File: config.mk
export PLATFORM = sky130hd
export DESIGN_NAME = timer_h_ctrl
export DESIGN_NICKNAME = d
export VERILOG_FILES = /design/src/hw/timer_h_pkg.sv /design/src/hw/timer_h_unit.sv /design/src/hw/timer_h_ctrl.sv
export SDC_FILE = /design/constraint.sdc
export NUM_CORES = 1
export LEC_CHECK = 0
export ABC_AREA = 1
export BUFFER_PORTS_ARGS = -buffer_cell sky130_fd_sc_hd__buf_2
export CAP_MARGIN = 20
export CORE_UTILIZATION = 51
export DETAILED_ROUTE_END_ITERATION = 12
export GPL_TIMING_DRIVEN = 0
export PLACE_DENSITY_LB_ADDON = 0.05
export SLEW_MARGIN = 20
export SYNTH_ARGS = -nofsm -noshare
export SYNTH_HDL_FRONTEND = slang
export SYNTH_SLANG_ARGS = --single-unit
File: constraint.sdc
create_clock -name clk_i -period 2.2 [get_ports clk_i]
set_input_delay 0.33 -clock clk_i [delete_from_list [all_inputs] [get_ports clk_i]]
set_output_delay 0.33 -clock clk_i [all_outputs]
set_load 0.01 [all_outputs]
File: src/hw/timer_h_pkg.sv
// Constants shared by the dual 8-bit compare timer mode control
package timer_h_pkg;
    // Register byte addresses
    localparam logic [15:0] MODE0_ADDR = 16'hFF69;   // Unit 0 mode register
    localparam logic [15:0] MODE1_ADDR = 16'hFFFA;   // Unit 1 mode register
    localparam logic [7:0]  MODE_RESET = 8'h00;      // Both registers after reset
    localparam logic [7:0]  READ_IDLE  = 8'h00;      // Read data off the map
    // Field positions inside a mode register
    localparam int RUN_BIT = 7;                      // Run enable
    localparam int CKS_LSB = 4;                      // Clock select, 3 bits
    localparam int MD_LSB  = 2;                      // Mode, 2 bits
    localparam int LEV_BIT = 1;                      // Default output level
    localparam int OEN_BIT = 0;                      // Output enable
    // Clock select codes
    localparam logic [2:0] CKS_C0 = 3'h0;
    localparam logic [2:0] CKS_C1 = 3'h1;
    localparam logic [2:0] CKS_C2 = 3'h2;
    localparam logic [2:0] CKS_C3 = 3'h3;
    localparam logic [2:0] CKS_C4 = 3'h4;
    localparam logic [2:0] CKS_C5 = 3'h5;
    localparam logic [2:0] CKS_C6 = 3'h6;
    localparam logic [2:0] CKS_C7 = 3'h7;
    // Prescaler exponents (divide by two to the power)
    localparam int U0_EXP1 = 1;
    localparam int U0_EXP2 = 2;
    localparam int U0_EXP3 = 6;
    localparam int U0_EXP4 = 10;
    localparam int U1_EXP1 = 2;
    localparam int U1_EXP2 = 4;
    localparam int U1_EXP3 = 6;
    localparam int U1_EXP4 = 12;
    localparam int LS_EXP1 = 7;
    localparam int LS_EXP2 = 9;
    localparam int PRE_W   = 12;                     // Peripheral prescaler width
    localparam int LS_W    = 9;                      // Low-speed divider width
    // Operating modes
    typedef enum logic [1:0] {
        MD_INTERVAL = 2'b00,
        MD_CARRIER  = 2'b01,
        MD_PWM      = 2'b10,
        MD_BAD      = 2'b11
    } tmode_e;
    // Compare phase, Gray along period then duty
    typedef enum logic {
        PH_PERIOD = 1'b0,
        PH_DUTY   = 1'b1
    } phase_e;
endpackage

File: src/hw/timer_h_unit.sv
// One 8-bit compare timer: counter, compare phases, output and request
`timescale 1ns/1ps
module timer_h_unit
    import timer_h_pkg::*;
#(
    parameter bit HAS_CARRIER = 1'b0               // Carrier mode present
)(
    input  wire logic       clk_i,                 // Peripheral clock
    input  wire logic       resetn_i,              // Async reset, active low
    input  wire logic [7:0] mode_i,                // Mode register value
    input  wire logic       tick_i,                // Selected count pulse
    input  wire logic [7:0] period_i,              // Period compare value
    input  wire logic [7:0] duty_i,                // Duty compare value
    input  wire logic       duty_wr_i,             // Duty compare written
    output logic      [7:0] count_o,               // Counter
    output logic            pin_o,                 // Timer output pin
    output logic            irq_o                  // Match request pulse
);
    import timer_h_pkg::*;

    logic       run;                               // Run enable
    logic       lev;                               // Default level
    tmode_e     md;                                // Mode field
    logic       valid_md;                          // Mode is usable here
    logic       m_per;                             // Period match on tick
    logic       m_dut;                             // Duty match on tick
    logic [7:0] cnt_q;                             // Counter
    logic [7:0] duty_q;                            // Duty in use
    logic [7:0] duty_new_q;                        // Written, not yet taken
    logic       pend_q;                            // Duty transfer pending
    logic       level_q;                           // Output flip-flop
    phase_e     ph_q;                              // Compare phase

    assign run      = mode_i[RUN_BIT];
    assign lev      = mode_i[LEV_BIT];
    assign md       = tmode_e'(mode_i[MD_LSB +: 2]);
    assign valid_md = (md == MD_INTERVAL) || (md == MD_PWM)
                    || (HAS_CARRIER && md == MD_CARRIER);
    assign m_per    = run && valid_md && tick_i && cnt_q == period_i;
    assign m_dut    = run && valid_md && tick_i && cnt_q == duty_q;
    assign count_o  = cnt_q;

    // Counter: cleared while stopped, steps on each count pulse
    always_ff @(posedge clk_i or negedge resetn_i)
    begin
        if (!resetn_i)
            cnt_q <= 8'h00;
        else if (!run || !valid_md)
            cnt_q <= 8'h00;
        else if (!tick_i)
            cnt_q <= cnt_q;
        else if (ph_q == PH_PERIOD && m_per)
            cnt_q <= 8'h00;
        else if (ph_q == PH_DUTY && m_dut && md == MD_CARRIER)
            cnt_q <= 8'h00;                        // Carrier clears on duty
        else
            cnt_q <= cnt_q + 8'h01;
    end

    // Compare phase for PWM and carrier modes
    always_ff @(posedge clk_i or negedge resetn_i)
    begin
        if (!resetn_i)
            ph_q <= PH_PERIOD;
        else if (!run || md == MD_INTERVAL)
            ph_q <= PH_PERIOD;
        else if (ph_q == PH_PERIOD && m_per)
            ph_q <= PH_DUTY;
        else if (ph_q == PH_DUTY && m_dut)
            ph_q <= PH_PERIOD;
    end

    // Duty value: taken at once while stopped, else at period match
    always_ff @(posedge clk_i or negedge resetn_i)
    begin
        if (!resetn_i)
        begin
            duty_q     <= 8'h00;
            duty_new_q <= 8'h00;
            pend_q     <= 1'b0;
        end
        else if (duty_wr_i)
        begin
            duty_new_q <= duty_i;
            pend_q     <= 1'b1;
        end
        else if (pend_q && (!run || (m_per && ph_q == PH_PERIOD)))
        begin
            duty_q <= duty_new_q;
            pend_q <= 1'b0;
        end
    end

    // Output flip-flop: default level while stopped
    always_ff @(posedge clk_i or negedge resetn_i)
    begin
        if (!resetn_i)
            level_q <= 1'b0;
        else if (!run)
            level_q <= lev;
        else if (md == MD_INTERVAL && m_per)
            level_q <= ~level_q;
        else if (md == MD_PWM && ph_q == PH_PERIOD && m_per)
            level_q <= ~lev;                       // Active level
        else if (md == MD_PWM && ph_q == PH_DUTY && m_dut)
            level_q <= lev;                        // Inactive level
        else if (md == MD_CARRIER && (ph_q == PH_PERIOD ? m_per : m_dut))
            level_q <= ~level_q;
    end

    // Pin and request flops
    always_ff @(posedge clk_i or negedge resetn_i)
    begin
        if (!resetn_i)
        begin
            pin_o <= 1'b0;
            irq_o <= 1'b0;
        end
        else
        begin
            pin_o <= mode_i[OEN_BIT] & level_q;
            irq_o <= (md != MD_CARRIER && ph_q == PH_PERIOD && m_per)
                  || (md == MD_CARRIER && ph_q == PH_DUTY && m_dut);
        end
    end
endmodule

File: src/hw/timer_h_ctrl.sv
// Mode control for two 8-bit compare timers with clock selection
`timescale 1ns/1ps
module timer_h_ctrl
    import timer_h_pkg::*;
(
    input  wire logic            clk_i,             // Peripheral clock, 50 MHz
    input  wire logic            resetn_i,          // Async reset, active low
    input  wire logic [15:0]     reg_addr_i,        // Register byte address
    input  wire logic            reg_wr_i,          // Byte write strobe
    input  wire logic [7:0]      reg_wdata_i,       // Byte write data
    input  wire logic            reg_bit_wr_i,      // Single-bit write strobe
    input  wire logic [2:0]      reg_bit_idx_i,     // Bit index of bit write
    input  wire logic            reg_bit_val_i,     // Bit value of bit write
    output logic      [7:0]      reg_rdata_o,       // Read data, one cycle late
    input  wire logic [1:0][7:0] period_cmp_i,      // Period compare per unit
    input  wire logic [1:0][7:0] duty_cmp_i,        // Duty compare per unit
    input  wire logic [1:0]      duty_wr_i,         // Duty compare written
    input  wire logic            other_timer_out_i, // Other timer output
    input  wire logic            low_speed_osc_clock_i, // Low-speed osc clock
    output logic      [1:0]      timer_output_pin_o, // Timer outputs
    output logic      [1:0]      timer_match_irq_o,  // Match request pulses
    output logic      [1:0][7:0] count_o            // Counters
);
    import timer_h_pkg::*;

    logic [7:0]       timer0_mode_ctrl_q;           // Unit 0 mode register
    logic [7:0]       timer1_mode_ctrl_q;           // Unit 1 mode register
    logic [PRE_W-1:0] pre_q;                        // Free prescaler
    logic [PRE_W:0]   tap;                          // Prescaler tick per power
    logic [LS_W-1:0]  ls_cnt_q;                     // Low-speed edge divider
    logic [1:0]       ls_sync_q;                    // Low-speed synchroniser
    logic             ls_prev_q;                    // Low-speed edge history
    logic             ls_edge;                      // Low-speed rising edge
    logic [1:0]       ot_sync_q;                    // Other timer synchroniser
    logic             ot_prev_q;                    // Other timer history
    logic             ot_edge;                      // Other timer rising edge
    logic [1:0]       tick;                         // Count pulse per unit
    logic             sel0;                         // Address hits unit 0
    logic             sel1;                         // Address hits unit 1
    logic             bit_ok;                       // Bit is bit-addressable
    logic [7:0]       mode_reg [2];                 // Modes for unit loop

    assign sel0   = reg_addr_i == MODE0_ADDR;
    assign sel1   = reg_addr_i == MODE1_ADDR;
    assign bit_ok = reg_bit_idx_i == 3'(RUN_BIT)
                 || reg_bit_idx_i == 3'(LEV_BIT)
                 || reg_bit_idx_i == 3'(OEN_BIT);
    assign mode_reg[0] = timer0_mode_ctrl_q;
    assign mode_reg[1] = timer1_mode_ctrl_q;

    // Unit 0 mode register, byte and bit writes
    always_ff @(posedge clk_i or negedge resetn_i)
    begin
        if (!resetn_i)
            timer0_mode_ctrl_q <= MODE_RESET;
        else if (reg_wr_i && sel0)
            timer0_mode_ctrl_q <= reg_wdata_i;
        else if (reg_bit_wr_i && sel0 && bit_ok)
            timer0_mode_ctrl_q[reg_bit_idx_i] <= reg_bit_val_i;
    end

    // Unit 1 mode register, byte and bit writes
    always_ff @(posedge clk_i or negedge resetn_i)
    begin
        if (!resetn_i)
            timer1_mode_ctrl_q <= MODE_RESET;
        else if (reg_wr_i && sel1)
            timer1_mode_ctrl_q <= reg_wdata_i;
        else if (reg_bit_wr_i && sel1 && bit_ok)
            timer1_mode_ctrl_q[reg_bit_idx_i] <= reg_bit_val_i;
    end

    // Registered read port
    always_ff @(posedge clk_i or negedge resetn_i)
    begin
        if (!resetn_i)
            reg_rdata_o <= READ_IDLE;
        else if (sel0)
            reg_rdata_o <= timer0_mode_ctrl_q;
        else if (sel1)
            reg_rdata_o <= timer1_mode_ctrl_q;
        else
            reg_rdata_o <= READ_IDLE;
    end

    // Free-running peripheral prescaler
    always_ff @(posedge clk_i or negedge resetn_i)
    begin
        if (!resetn_i)
            pre_q <= '0;
        else
            pre_q <= pre_q + PRE_W'(1);
    end

    // One-cycle tick per power of two
    assign tap[0] = 1'b1;
    for (genvar k = 1; k <= PRE_W; k++)
    begin : g_tap
        assign tap[k] = &pre_q[k-1:0];
    end

    // Low-speed clock: two-flop sync, then edge detect
    always_ff @(posedge clk_i or negedge resetn_i)
    begin
        if (!resetn_i)
        begin
            ls_sync_q <= 2'b00;
            ls_prev_q <= 1'b0;
        end
        else
        begin
            ls_sync_q <= {ls_sync_q[0], low_speed_osc_clock_i};
            ls_prev_q <= ls_sync_q[1];
        end
    end
    assign ls_edge = ls_sync_q[1] & ~ls_prev_q;

    // Low-speed edge divider
    always_ff @(posedge clk_i or negedge resetn_i)
    begin
        if (!resetn_i)
            ls_cnt_q <= '0;
        else if (ls_edge)
            ls_cnt_q <= ls_cnt_q + LS_W'(1);
    end

    // Other timer output: two-flop sync, then edge detect
    always_ff @(posedge clk_i or negedge resetn_i)
    begin
        if (!resetn_i)
        begin
            ot_sync_q <= 2'b00;
            ot_prev_q <= 1'b0;
        end
        else
        begin
            ot_sync_q <= {ot_sync_q[0], other_timer_out_i};
            ot_prev_q <= ot_sync_q[1];
        end
    end
    assign ot_edge = ot_sync_q[1] & ~ot_prev_q;

    // Count pulse selection per unit
    always_comb
    begin
        unique case (timer0_mode_ctrl_q[CKS_LSB +: 3])
            CKS_C0:  tick[0] = tap[0];
            CKS_C1:  tick[0] = tap[U0_EXP1];
            CKS_C2:  tick[0] = tap[U0_EXP2];
            CKS_C3:  tick[0] = tap[U0_EXP3];
            CKS_C4:  tick[0] = tap[U0_EXP4];
            CKS_C5:  tick[0] = ot_edge;
            default: tick[0] = 1'b0;                // Prohibited codes
        endcase
        unique case (timer1_mode_ctrl_q[CKS_LSB +: 3])
            CKS_C0:  tick[1] = tap[0];
            CKS_C1:  tick[1] = tap[U1_EXP1];
            CKS_C2:  tick[1] = tap[U1_EXP2];
            CKS_C3:  tick[1] = tap[U1_EXP3];
            CKS_C4:  tick[1] = tap[U1_EXP4];
            CKS_C5:  tick[1] = ls_edge && (&ls_cnt_q[LS_EXP1-1:0]);
            CKS_C6:  tick[1] = ls_edge && (&ls_cnt_q[LS_EXP2-1:0]);
            CKS_C7:  tick[1] = ls_edge;
        endcase
    end

    // Two timer units, unit 1 with carrier mode
    for (genvar u = 0; u < 2; u++)
    begin : g_unit
        timer_h_unit #(
            .HAS_CARRIER (u == 1)
        ) u_unit (
            .clk_i     (clk_i),
            .resetn_i  (resetn_i),
            .mode_i    (mode_reg[u]),
            .tick_i    (tick[u]),
            .period_i  (period_cmp_i[u]),
            .duty_i    (duty_cmp_i[u]),
            .duty_wr_i (duty_wr_i[u]),
            .count_o   (count_o[u]),
            .pin_o     (timer_output_pin_o[u]),
            .irq_o     (timer_match_irq_o[u])
        );
    end
endmodule

# [Word-level counts from Yosys, hierarchy flattened]
# Index checks and enable logic that the tools add are counted.
[word_totals] ff_bits=109 in_bits=68 out_inout_bits=28 wordCells=199
[classes] add_sub_neg=4 n_lt_le_gt_ge=2 eq_ne=28 muxes=42 bitwise_logic=14 n_reduce_logical=84
[op_table] cell="two-way mux 8 bit" count=14
[op_table] cell="logical AND 1 bit" count=45
[op_table] cell="== test 16 bit, second input constant" count=2
[op_table] cell="== test 8 bit" count=4
[op_table] cell="two-way mux 1 bit" count=23
[op_table] cell="== test 3 bit, second input constant" count=7
[op_table] cell="adder 8 x 1 -> 8 bit, second input constant" count=2
[op_table] cell="bitwise mux 8 bit" count=2
[op_table] cell="logical OR 1 bit" count=13
[op_table] cell="adder 12 x 1 -> 12 bit, second input constant" count=1
[op_table] cell="== test 3 x 2 -> 1 bit, second input constant" count=4
[op_table] cell="AND reduction 12 bit" count=1
[op_table] cell="nonzero test 2 bit" count=6
[op_table] cell="!= test 5 x 1 -> 1 bit, second input constant" count=2
[op_table] cell="inverter 1 bit" count=10
[op_table] cell="AND reduction 10 bit" count=1
[op_table] cell="adder 9 x 1 -> 9 bit, second input constant" count=1
[op_table] cell="== test 3 x 1 -> 1 bit, second input constant" count=3
[op_table] cell="zero test 3 bit" count=3
[op_table] cell="AND reduction 9 bit" count=1
[op_table] cell="case mux 1 bit (8 select lines)" count=1
[op_table] cell="AND reduction 7 bit" count=1
[op_table] cell="case mux 1 bit (6 select lines)" count=1
[op_table] cell="AND reduction 2 bit" count=3
[op_table] cell="other kinds (12)" count=23

# [Depth between registers and ports, before layout]
# Gate-level depths: netlist of run 1.
[logic_depth] word_depth=13 ltp_mapped=18 ltp_nobuf=18

# [Hierarchy]
# From an unflattened synthesis of run 1, not the netlist that was laid out.
[hier_totals] cells_unflattened=768 hier_area_um2=5993.2
[by_module_without_submodules] module="timer_h_ctrl" instances=1 cells_each=291 area_each_um2=2517.4 seq_area_each_um2=1276.2
[by_module_without_submodules] module="timer_h_unit (g_unit[1].u_unit)" instances=1 cells_each=246 area_each_um2=1751.7 seq_area_each_um2=725.7
[by_module_without_submodules] module="timer_h_unit (g_unit[0].u_unit)" instances=1 cells_each=231 area_each_um2=1724.2 seq_area_each_um2=725.7

# [Least setup slack after synthesis of run 1]
# Ideal clock, no wire load.
[synth_timing] kind="flip-flop to flip-flop" from="reg ls_cnt_q[0]" to="reg g_unit[1].u_unit.duty_q[5]" setup_ns=0.117 arrival_time_ns=1.969 t_required_ns=2.083 setup_slack_ns=0.114 stages_incl_launch_ff=19 path_buffers=1 synth_period_minus_slack_ns=2.086 cell_sequence="dfrtp_1 ha_1 nand2_1 nor2_1 nand3_1 nor2_1 ha_1 a21oi_1 nor2_1 nand2_1 nand2_1 nor2_2 nor2_8 nand3_4 nand2_2 nand3_4 buf_6 nand2_2 o21ai_2"
[synth_between] elab_chain_cells=9 word_cells_on_any_way=11 classes_between="mux: 1; reduce/logical: 10"
[synth_rtl] item="start, declared" line="timer_h_ctrl.sv:30" text="logic [LS_W-1:0] ls_cnt_q;"
[synth_rtl] item="start signal, assigned" line="timer_h_ctrl.sv:124" text="ls_cnt_q <= ls_cnt_q + LS_W'(1);"
[synth_rtl] item="AND reduction 9 bit / AND reduction 7 bit (equally long branches)" line="timer_h_ctrl.sv:162, timer_h_ctrl.sv:161"
[synth_rtl] item="logical AND 1 bit, on equally long branches" line="timer_h_ctrl.sv:162, timer_h_ctrl.sv:161"
[synth_rtl] item="case mux 1 bit (8 select lines) (*)" line="timer_h_ctrl.sv:155" text="unique case (timer1_mode_ctrl_q[CKS_LSB +: 3])"
[synth_rtl] item="logical AND 1 bit (*) (2 in a row)" line="timer_h_unit.sv:39" text="assign m_per = run && valid_md && tick_i && cnt_q == period_i;"
[synth_rtl] item="logical AND 1 bit (*)" line="timer_h_unit.sv:87" text="else if (pend_q && (!run || (m_per && ph_q == PH_PERIOD)))"
[synth_rtl] item="logical OR 1 bit (*)" line="timer_h_unit.sv:87"
[synth_rtl] item="logical AND 1 bit (*)" line="timer_h_unit.sv:87"
[synth_rtl] item="AND reduction 2 bit (no source line) (*)"
[synth_rtl] item="end signal, assigned" line="timer_h_unit.sv:89" text="duty_q <= duty_new_q;"
[synth_rtl] item="end, declared" line="timer_h_unit.sv:28" text="logic [7:0] duty_q;"
# Every way passes the cells marked *; elsewhere a longest branch is shown, timed or not.
# A chain may end at the register's enable or synchronous reset.

# [Worst setup path in the final report of run 1]
[layout_timing] from="reg ls_cnt_q[0]" to="reg g_unit[1].u_unit.duty_q[3]"
# Same word-level chain as after synthesis.

==> results of run 1 <==
final cells by class:
class / instances / share of cell area, %
sequential: 109 / 40.7
multi-input combinational: 434 / 37.1
timing repair buffer: 109 / 9.88
inverter: 102 / 5.72
tap: 136 / 2.54
clock buffer: 11 / 2.11
buffer: 15 / 1.42
clock inverter: 5 / 0.542
metrics by stage:
stage	setup slack (ns)	cell area (µm²)	util [%]	cells
after global placement	-0.466	6160	59.1	890
final	-0.156	6700	64.3	921
after global routing	-0.316	6700	64.3	921
after CTS	-0.180	6440	61.8	914
after detailed placement	-0.247	6190	59.5	891
after floorplan	0.114	5520	-	660
metal layers:
layer / up-vias / wire, µm
li1: 2363 / -
met1: 2182 / 5530
met2: 106 / 5900
met3: 14 / 490
met4: 0 / 140
met5: - / 0
worst max-delay path, cell delays in order, from the launching register on:
cell and delay, ns:
sky130_fd_sc_hd__dfrtp_1 0.37, sky130_fd_sc_hd__ha_2 0.19, sky130_fd_sc_hd__nand2_2 0.07, sky130_fd_sc_hd__nor2_2 0.13, sky130_fd_sc_hd__nand3_2 0.08, sky130_fd_sc_hd__nor2_2 0.11
sky130_fd_sc_hd__ha_2 0.18, sky130_fd_sc_hd__a21oi_2 0.05, sky130_fd_sc_hd__nor2_1 0.09, sky130_fd_sc_hd__nand2_1 0.10, sky130_fd_sc_hd__nand2_2 0.10, sky130_fd_sc_hd__nor2_4 0.05
sky130_fd_sc_hd__nor2_8 0.11, sky130_fd_sc_hd__nand3_4 0.12, sky130_fd_sc_hd__nand2_4 0.11, sky130_fd_sc_hd__nand3_4 0.12, sky130_fd_sc_hd__buf_12 0.17, sky130_fd_sc_hd__nand2_1 0.06
sky130_fd_sc_hd__o21ai_2 0.05
worst paths after layout:
path	from	endpoint	slack (ns)	depth (start not counted)
setup / recovery	ls_cnt_q[0]	g_unit[1].u_unit.duty_q[3]	-0.16	18
hold / removal	low_speed_osc_clock_i	ls_sync_q[0]	0.05	1
setup reg to reg	ls_cnt_q[0]	g_unit[1].u_unit.duty_q[3]	-0.16	18
hold reg to reg	ls_sync_q[0]	ls_sync_q[1]	0.36	0
max in group asynchronous	resetn_i	g_unit[1].u_unit.duty_q[2]	1.10	3
min in group asynchronous	resetn_i	ls_cnt_q[3]	0.46	2
Yosys cell counts (all sizes together):
cell type / count / area [µm²]
nand2: 137 / 524
dfrtp: 109 / 2730
inv: 102 / 383
o21ai: 63 / 345
nor2: 62 / 257
nand3: 39 / 225
xor2: 27 / 236
xnor2: 21 / 184
nand4: 19 / 131
o22ai: 17 / 106
a21oi: 16 / 80.1
nor3: 16 / 80.1
buf: 9 / 61.3
clkbuf: 6 / 22.5
ha: 5 / 62.6
nor4: 2 / 12.5
o21bai: 2 / 15.0
or2: 2 / 12.5
a211oi: 1 / 7.51
a41oi: 1 / 8.76
mux2: 1 / 11.3
mux2i: 1 / 10.0
nand3b: 1 / 7.51
o211ai: 1 / 7.51
what timing repair did:
action	CTS	global route
gates resized for setup	4	37
setup buffers	6	6
hold buffers	1	0
setup endpoints to repair	33	35
cloned	0	1
pin swaps	2	12
hold endpoints to repair	50	0
sequential cells by signal, indices dropped and copies added, names as in the netlist:
register / flops
pre_q: 12
ls_cnt_q: 9
g_unit.u_unit.ph_q: 2
g_unit.u_unit.pend_q: 2
g_unit.u_unit.pin_o: 2
ot_prev_q: 1
g_unit.u_unit.irq_o: 2
ot_sync_q: 2
ls_sync_q: 2
ls_prev_q: 1
timer1_mode_ctrl_q: 8
reg_rdata_o: 8
timer0_mode_ctrl_q: 8
g_unit.u_unit.count_o: 16
g_unit.u_unit.duty_q: 16
g_unit.u_unit.level_q: 2
g_unit.u_unit.duty_new_q: 16
logic make-up (layout without fill, tap and decap cells):
family	count (synthesis)	count (layout)	synth area share (%)
AOI/OAI and AO/OA	101	101	10.3
xor gates and xnor gates	48	48	7.62
adders and majority gates	5	5	1.13
buffers and inverters	117	242	8.46
DFF	109	109	49.4
muxes	2	2	0.385
and+or+nand+nor	278	278	22.6
report_power, final:
| part | total (W) | leakage [nW] | internal, W | switching [W] |
|---|---|---|---|---|
| combinational | 0.000455 | 1.93 | 0.000210 | 0.000245 |
| sequential | 0.00218 | 1.36 | 0.00211 | 0.0000720 |
| clock | 0.00112 | 0.0815 | 0.000443 | 0.000674 |
==> metrics.md, run 1 <==
| Metric | Value |
|---|---|
| Result of the run | `finished, violations left` |
| Failing checks | `setup timing` |
| Final Hold Fails | `0` |
| Post-route fraction of the period consumed by the critical path | `107%` |
| Top Ports | `96` |
| Grt total ovfl | `0` |
| Sequential area share after synthesis | `49.4%` |
| Number of cell rows | `37` |
| Type of origin of the critical path | `flip-flop` |
| Type of the worst setup path | `reg -> reg` |
| Setup_tns | `-1.79 ns` |
| Share of layout cells above drive strength 1 | `23.8%` |
| Tot GR Track Use | `22.5%` |
| Post-detailed-route wirelength per cell | `13.1 µm` |
| NumNets Final | `853` |
| Routability congestion estimate | `0.852` |
| Initial antenna violation count | `0` |
| GR Layer Usage met3 | `4.54%` |
| Detail-routed via count per cell | `5.07` |
| Antenna violation net count after detailed routing | `0` |
| Leading cell types in the layout, fill and taps excluded | `sky130_fd_sc_hd__nand2_1, sky130_fd_sc_hd__dfrtp_1, sky130_fd_sc_hd__inv_1` |
| Die W | `106 µm` |
| DRC violation count after routing | `0` |
| Via count of the first global-routing pass | `4492` |
| Met1 usage | `29.0%` |
| Initial standard-cell utilization of the core | `53.0%` |
| Placed wire-length estimate | `8950 µm` |
| Total die area | `11200 µm²` |
| Initial DRT Pass Iterations | `4` |
| Crit path DAT | `2.63 ns` |
| CTS tree | `done` |
| Post-route clock skew | `0.00768 ns` |
| Flop and latch count out of synthesis | `109` |
| Worst ir drop on vdd | `0.000371 V` |
| Required time reported for the critical path endpoint | `2.47 ns` |
| Final critical path time including I/O delays and setup | `2.36 ns` |
| Synthesized netlist net count | `733` |
| First-pass GRT wire length | `20100 µm` |
| Netlist cell types | `35` |
| Number of buffer cells added on primary ports | `94` |
| RSZ-0062 raised after global routing | `true` |
| Clock slew at reported path FFs | `0.10 ns` |
| CTS HTree Levels | `3` |
| Area overhead of the layout relative to synthesis | `21.4%` |
| Mean Syn Cell Area | `8.36 µm²` |
| Final Hold Slack | `0.0514 ns` |
| Leakage | `3.37 nW` |
| Total detailed-routing wirelength | `12100 µm` |
| Post-synthesis instance total | `660` |
| Number of clock buffers inserted by TritonCTS | `9` |
| Filler instances | `884` |
| Count of inserted antenna diode cells | `0` |
| Area of the core | `10400 µm²` |
| Footprint of the multi-input gates | `2480 µm²` |
| Most common library cell in the layout ignoring fill and taps | `sky130_fd_sc_hd__nand2_1` |
| Clock sink count | `109` |
| Met2 capacity usage during global routing | `38.3%` |
| Root Buffer Master | `sky130_fd_sc_hd__clkbuf_8` |
| Pin count of the biggest net entering global routing | `60` |
| Starting DRC count in detailed routing | `193` |
| PnR Total Power | `0.00376 W` |
| Final-report max-slew violation count | `0` |
| Syn. warnings | `0` |
| Areal power density over the cells | `561 nW/µm²` |
| Path class of the lowest-slack min-delay path | `in -> reg` |
| Most congested layer reported by global routing | `met2` |
| Min setup slack post-route | `-0.156 ns` |
| Remaining max-slew budget at the tightest pin | `61.5%` |
| Final setup violation count | `17` |
| Worst Max-Slew Pin Slew | `0.573 ns` |
| Clock latency reported for the late side of the worst-skew pair | `0.37 ns` |
| Highest clock rate | `424 MHz` |
| Number of vias after detailed routing | `4665` |
| Total of max-cap violations | `0` |
| Maximum clock path buffer count | `2` |
| Highest fanout seen on the critical path | `5` |
| Combined area of all synthesized cells | `5520 µm²` |
| Vertical extent of the die | `106 µm` |
| CP Capture Type | `flip-flop` |
| Area taken by flip-flops and latches | `2730 µm²` |
Power figures use the tool's default switching activity.
==> run 2, diff against run 1 <==
--- a/config.mk
+++ b/config.mk
@@ -5,11 +5,11 @@
 export SDC_FILE = /design/constraint.sdc
 export NUM_CORES = 1
 export LEC_CHECK = 0
-export ABC_AREA = 1
-export BUFFER_PORTS_ARGS = -buffer_cell sky130_fd_sc_hd__buf_2
+export ABC_AREA = 0
 export CAP_MARGIN = 20
-export CORE_UTILIZATION = 51
+export CORE_UTILIZATION = 57
 export DETAILED_ROUTE_END_ITERATION = 12
+export DONT_BUFFER_PORTS = 1
 export GPL_TIMING_DRIVEN = 0
 export PLACE_DENSITY_LB_ADDON = 0.05
 export SLEW_MARGIN = 20
==> run 2 against run 1 <==
The flow finishes with violations (hold timing, setup timing). Total power rose by 4.3%. Cell area shrank 8.6%. Area after synthesis fell by 6.3%. Synthesized cell count shrank 32%. Largest power group unchanged. Highest routed layer unchanged.
==> metrics.md, run 2 <==
| Metric | Value |
|---|---|
| Share of layout cells above drive strength 1 | `35.9%` |
| Flop and latch count out of synthesis | `109` |
| Clock sink count | `109` |
| R2r startpoint | `ls_cnt_q[1]` |
| # hold bufs at CTS | `2` |
| Switching component of the power | `0.000957 W` |
| Place WS | `-0.495 ns` |
| Dominant combinational cell family by area after synthesis | `simple AND/OR/NAND/NOR gates` |
| Post-route non-filler standard cell count | `595` |
| Initial antenna violation count | `0` |
| Synthesized netlist net count | `519` |
| Share of synthesized cell area in and, or, nand and nor gates | `15.5%` |
| Maximum clock path buffer count | `2` |
| Area of the core | `8760 µm²` |
| Result of the run | `finished, violations left` |
| CTS tree | `done` |
| Leakage | `2.66 nW` |
| Number of cell rows | `34` |
| Required time reported for the critical path endpoint | `2.45 ns` |
| Switch share | `24.4%` |
| Sequential area share after synthesis | `52.7%` |
| Top FF cell, synth | `sky130_fd_sc_hd__dfrtp_1` |
| Highest fanout seen on the critical path | `4` |
| Initial DRT Pass Iterations | `4` |
| Type of the worst setup path | `reg -> reg` |
| Synth top area cells | `sky130_fd_sc_hd__dfrtp_1, sky130_fd_sc_hd__mux2_2, sky130_fd_sc_hd__xor2_1, sky130_fd_sc_hd__xnor2_1, sky130_fd_sc_hd__o21ai_0` |
| Clock latency reported for the late side of the worst-skew pair | `0.37 ns` |
| Path class of the lowest-slack min-delay path | `in -> async` |
| RSZ-0062 raised after global routing | `true` |
| Worst ir drop on vdd | `0.000474 V` |
| Worst Max-Slew Pin Slew | `0.513 ns` |
| Top Ports | `96` |
| Total detailed-routing wirelength | `10300 µm` |
| Reg-to-reg slack, setup | `-0.23 ns` |
| Min setup slack post-route | `-0.234 ns` |
| Combinational share of power | `10.8%` |
| Final Hold Slack | `-0.347 ns` |
| Clock slew at reported path FFs | `0.10 ns` |
| CP Capture Type | `flip-flop` |
| Area overhead of the layout relative to synthesis | `18.4%` |
| Die W | `97.3 µm` |
| Xor-xnor portion of the synthesized cell area | `8.81%` |
| Grt total ovfl | `0` |
| Post-Synth Adder-Cell Area | `1.21%` |
| Post-detailed-route wirelength per cell | `17.4 µm` |
| DRC violation count after routing | `0` |
| Final critical path time including I/O delays and setup | `2.43 ns` |
| Pin count of the biggest net entering global routing | `110` |
| Initial standard-cell utilization of the core | `59.0%` |
| Via count of the first global-routing pass | `3592` |
| Cell Int Power | `0.00296 W` |
| Count of inserted antenna diode cells | `0` |
| First-pass GRT wire length | `17000 µm` |
| Remaining max-slew budget at the tightest pin | `65.8%` |
| NumNets Final | `555` |
| RR Endpoint | `g_unit[1].u_unit.level_q` |
| Most frequent cell after synthesis | `sky130_fd_sc_hd__dfrtp_1` |
| Crit path from | `ls_cnt_q[1]` |
| Combined area of all synthesized cells | `5170 µm²` |
| Starting DRC count in detailed routing | `90` |
| CTS HTree Levels | `3` |
| Highest clock rate | `411 MHz` |
| Number of flops mapped to enable cells by yosys | `0` |
| Vertical extent of the die | `97.3 µm` |
| Post-route fraction of the period consumed by the critical path | `111%` |
| Placed wire-length estimate | `6860 µm` |
| Detail-routed via count per cell | `5.91` |
| Syn. warnings | `0` |
| Total die area | `9460 µm²` |
| Number of buffer cells added on primary ports | `0` |
| Final setup violation count | `26` |
| Failing checks | `hold timing, setup timing` |
| Most common library cell in the layout ignoring fill and taps | `sky130_fd_sc_hd__dfrtp_1` |
| Number of clock buffers inserted by TritonCTS | `9` |
| Mean Syn Cell Area | `11.6 µm²` |
| Post-route clock skew | `0.0136 ns` |
| Total instance count after detailed placement | `554` |
| Post-synthesis instance total | `446` |
| Number of vias after detailed routing | `3517` |
| Total of max-cap violations | `0` |
| Areal power density over the cells | `639 nW/µm²` |
| Synth Area in Compound Gates | `8.08%` |
| PnR Total Power | `0.00392 W` |
| Tot GR Track Use | `22.4%` |
| Fraction of synthesized area in multiplexers | `11.1%` |
| Most frequent cells after synthesis | `sky130_fd_sc_hd__dfrtp_1, sky130_fd_sc_hd__mux2_2, sky130_fd_sc_hd__xor2_1, sky130_fd_sc_hd__o21ai_0, sky130_fd_sc_hd__xnor2_1` |
| Routability congestion estimate | `0.829` |
| Type of origin of the critical path | `flip-flop` |
| Largest area contributor in the netlist | `sky130_fd_sc_hd__dfrtp_1` |
| Root Buffer Master | `sky130_fd_sc_hd__clkbuf_8` |
| Leading cell types in the layout, fill and taps excluded | `sky130_fd_sc_hd__dfrtp_1, sky130_fd_sc_hd__mux2_2, sky130_fd_sc_hd__xor2_1` |
| Netlist cell types | `50` |
| Clock power share | `31.7%` |
| Final-report max-slew violation count | `0` |
| Antenna violation net count after detailed routing | `0` |
| Proportion of register bits with asynchronous set or reset after synthesis | `100%` |
| FF-to-FF path depth | `12` |
| Area share of the largest cell type after synthesis | `52.7%` |
| Crit path DAT | `2.68 ns` |
| Final Hold Fails | `109` |
| Proportion of power drawn by flip-flops and latches | `57.5%` |
[run 2: changes by cell type in the layout (fill, tap and decap cells not counted), sizes merged, moves of 13 or more]
| cell | previous run | this run |
|---|---|---|
| o22ai | 17 | 4 |
| nand2 | 137 | 22 |
| inv | 102 | 18 |
| nor2 | 62 | 11 |
| buf | 115 | 28 |
| nand3 | 39 | 18 |
| o21ai | 63 | 26 |
| mux2 | 1 | 50 |
[run 2: area by class of cell]
cell class              instances  area (µm²)
clock inverters                 7        81.3
flip-flops and latches        109        2750
fillers                       641        2640
clock buffers                   9         124
multi-input cells             306        2640
well taps                     108         135
plain buffers                  16         109
repair buffers                 25         226
inverters                      15        56.3
[run 2: power groups by stage]
stage	Clock, W	Combinational, W	Sequential (W)
after CTS	0.00128	0.000383	0.00225
after floorplan	0	0.000242	0.00227
final	0.00124	0.000425	0.00225
after detailed placement	0	0.000279	0.00230
after global placement	0	0.000264	0.00230
after global routing	0.00135	0.000472	0.00227
[run 2: critical path, cell delays in order, from the launching register on]
cell and delay, ns:
sky130_fd_sc_hd__dfrtp_1 0.37, sky130_fd_sc_hd__ha_2 0.20, sky130_fd_sc_hd__nand3_2 0.07, sky130_fd_sc_hd__nor2_1 0.12, sky130_fd_sc_hd__ha_2 0.19, sky130_fd_sc_hd__o21ai_2 0.06, sky130_fd_sc_hd__o21ai_2 0.09, sky130_fd_sc_hd__a31oi_4 0.13
sky130_fd_sc_hd__buf_4 0.17, sky130_fd_sc_hd__nand2_4 0.08, sky130_fd_sc_hd__o2111ai_2 0.16, sky130_fd_sc_hd__and3_1 0.20, sky130_fd_sc_hd__or4_1 0.47
[run 2: how the worst max path moves through the flow]
stage	to	cells past startpoint
6_report	g_unit[1].u_unit.level_q	12
5_1_grt	g_unit[1].u_unit.level_q	7
4_1_cts	g_unit[1].u_unit.level_q	7
3_5_place_dp	g_unit[1].u_unit.duty_q[1]	8
3_3_place_gp	g_unit[1].u_unit.duty_q[0]	8
2_1_floorplan	g_unit[1].u_unit.level_q	8
[run 2: what timing repair did]
| item | CTS | global route |
|---|---|---|
| cloned | 2 | 0 |
| pin swaps | 22 | 30 |
| hold endpoints to repair | 111 | 109 |
| setup endpoints to repair | 35 | 41 |
| buffers inserted | 13 | 8 |
| resized for setup | 48 | 53 |
[run 2: cell families after synthesis]
| family | Yosys count |
|---|---|
| simple gates | 135 |
| flops | 109 |
| compound gates | 63 |
| xor+xnor | 52 |
| mux | 51 |
| buf+inv | 31 |
| fa+ha+maj | 5 |
[run 2: per-layer routing]
layer | GRT usage (%) | share of wire [%] | vias to the layer above
li1 | - | - | 1665
met1 | 29.5 | 43 | 1748
met2 | 37.0 | 50 | 96
met3 | 6.55 | 5.8 | 8
met4 | 4.64 | 0.61 | 0
met5 | 0 | 0 | -
[run 2: per-stage QoR]
stage	cell area (µm²)	util [%]	setup TNS, ns
floorplan	5210	-	-0.661
global placement	5340	61.0	-9.99
detailed placement	5340	61.0	-11.97
CTS	5840	66.6	-3.07
global route	6120	69.9	-6.23
finish	6120	69.9	-3.06
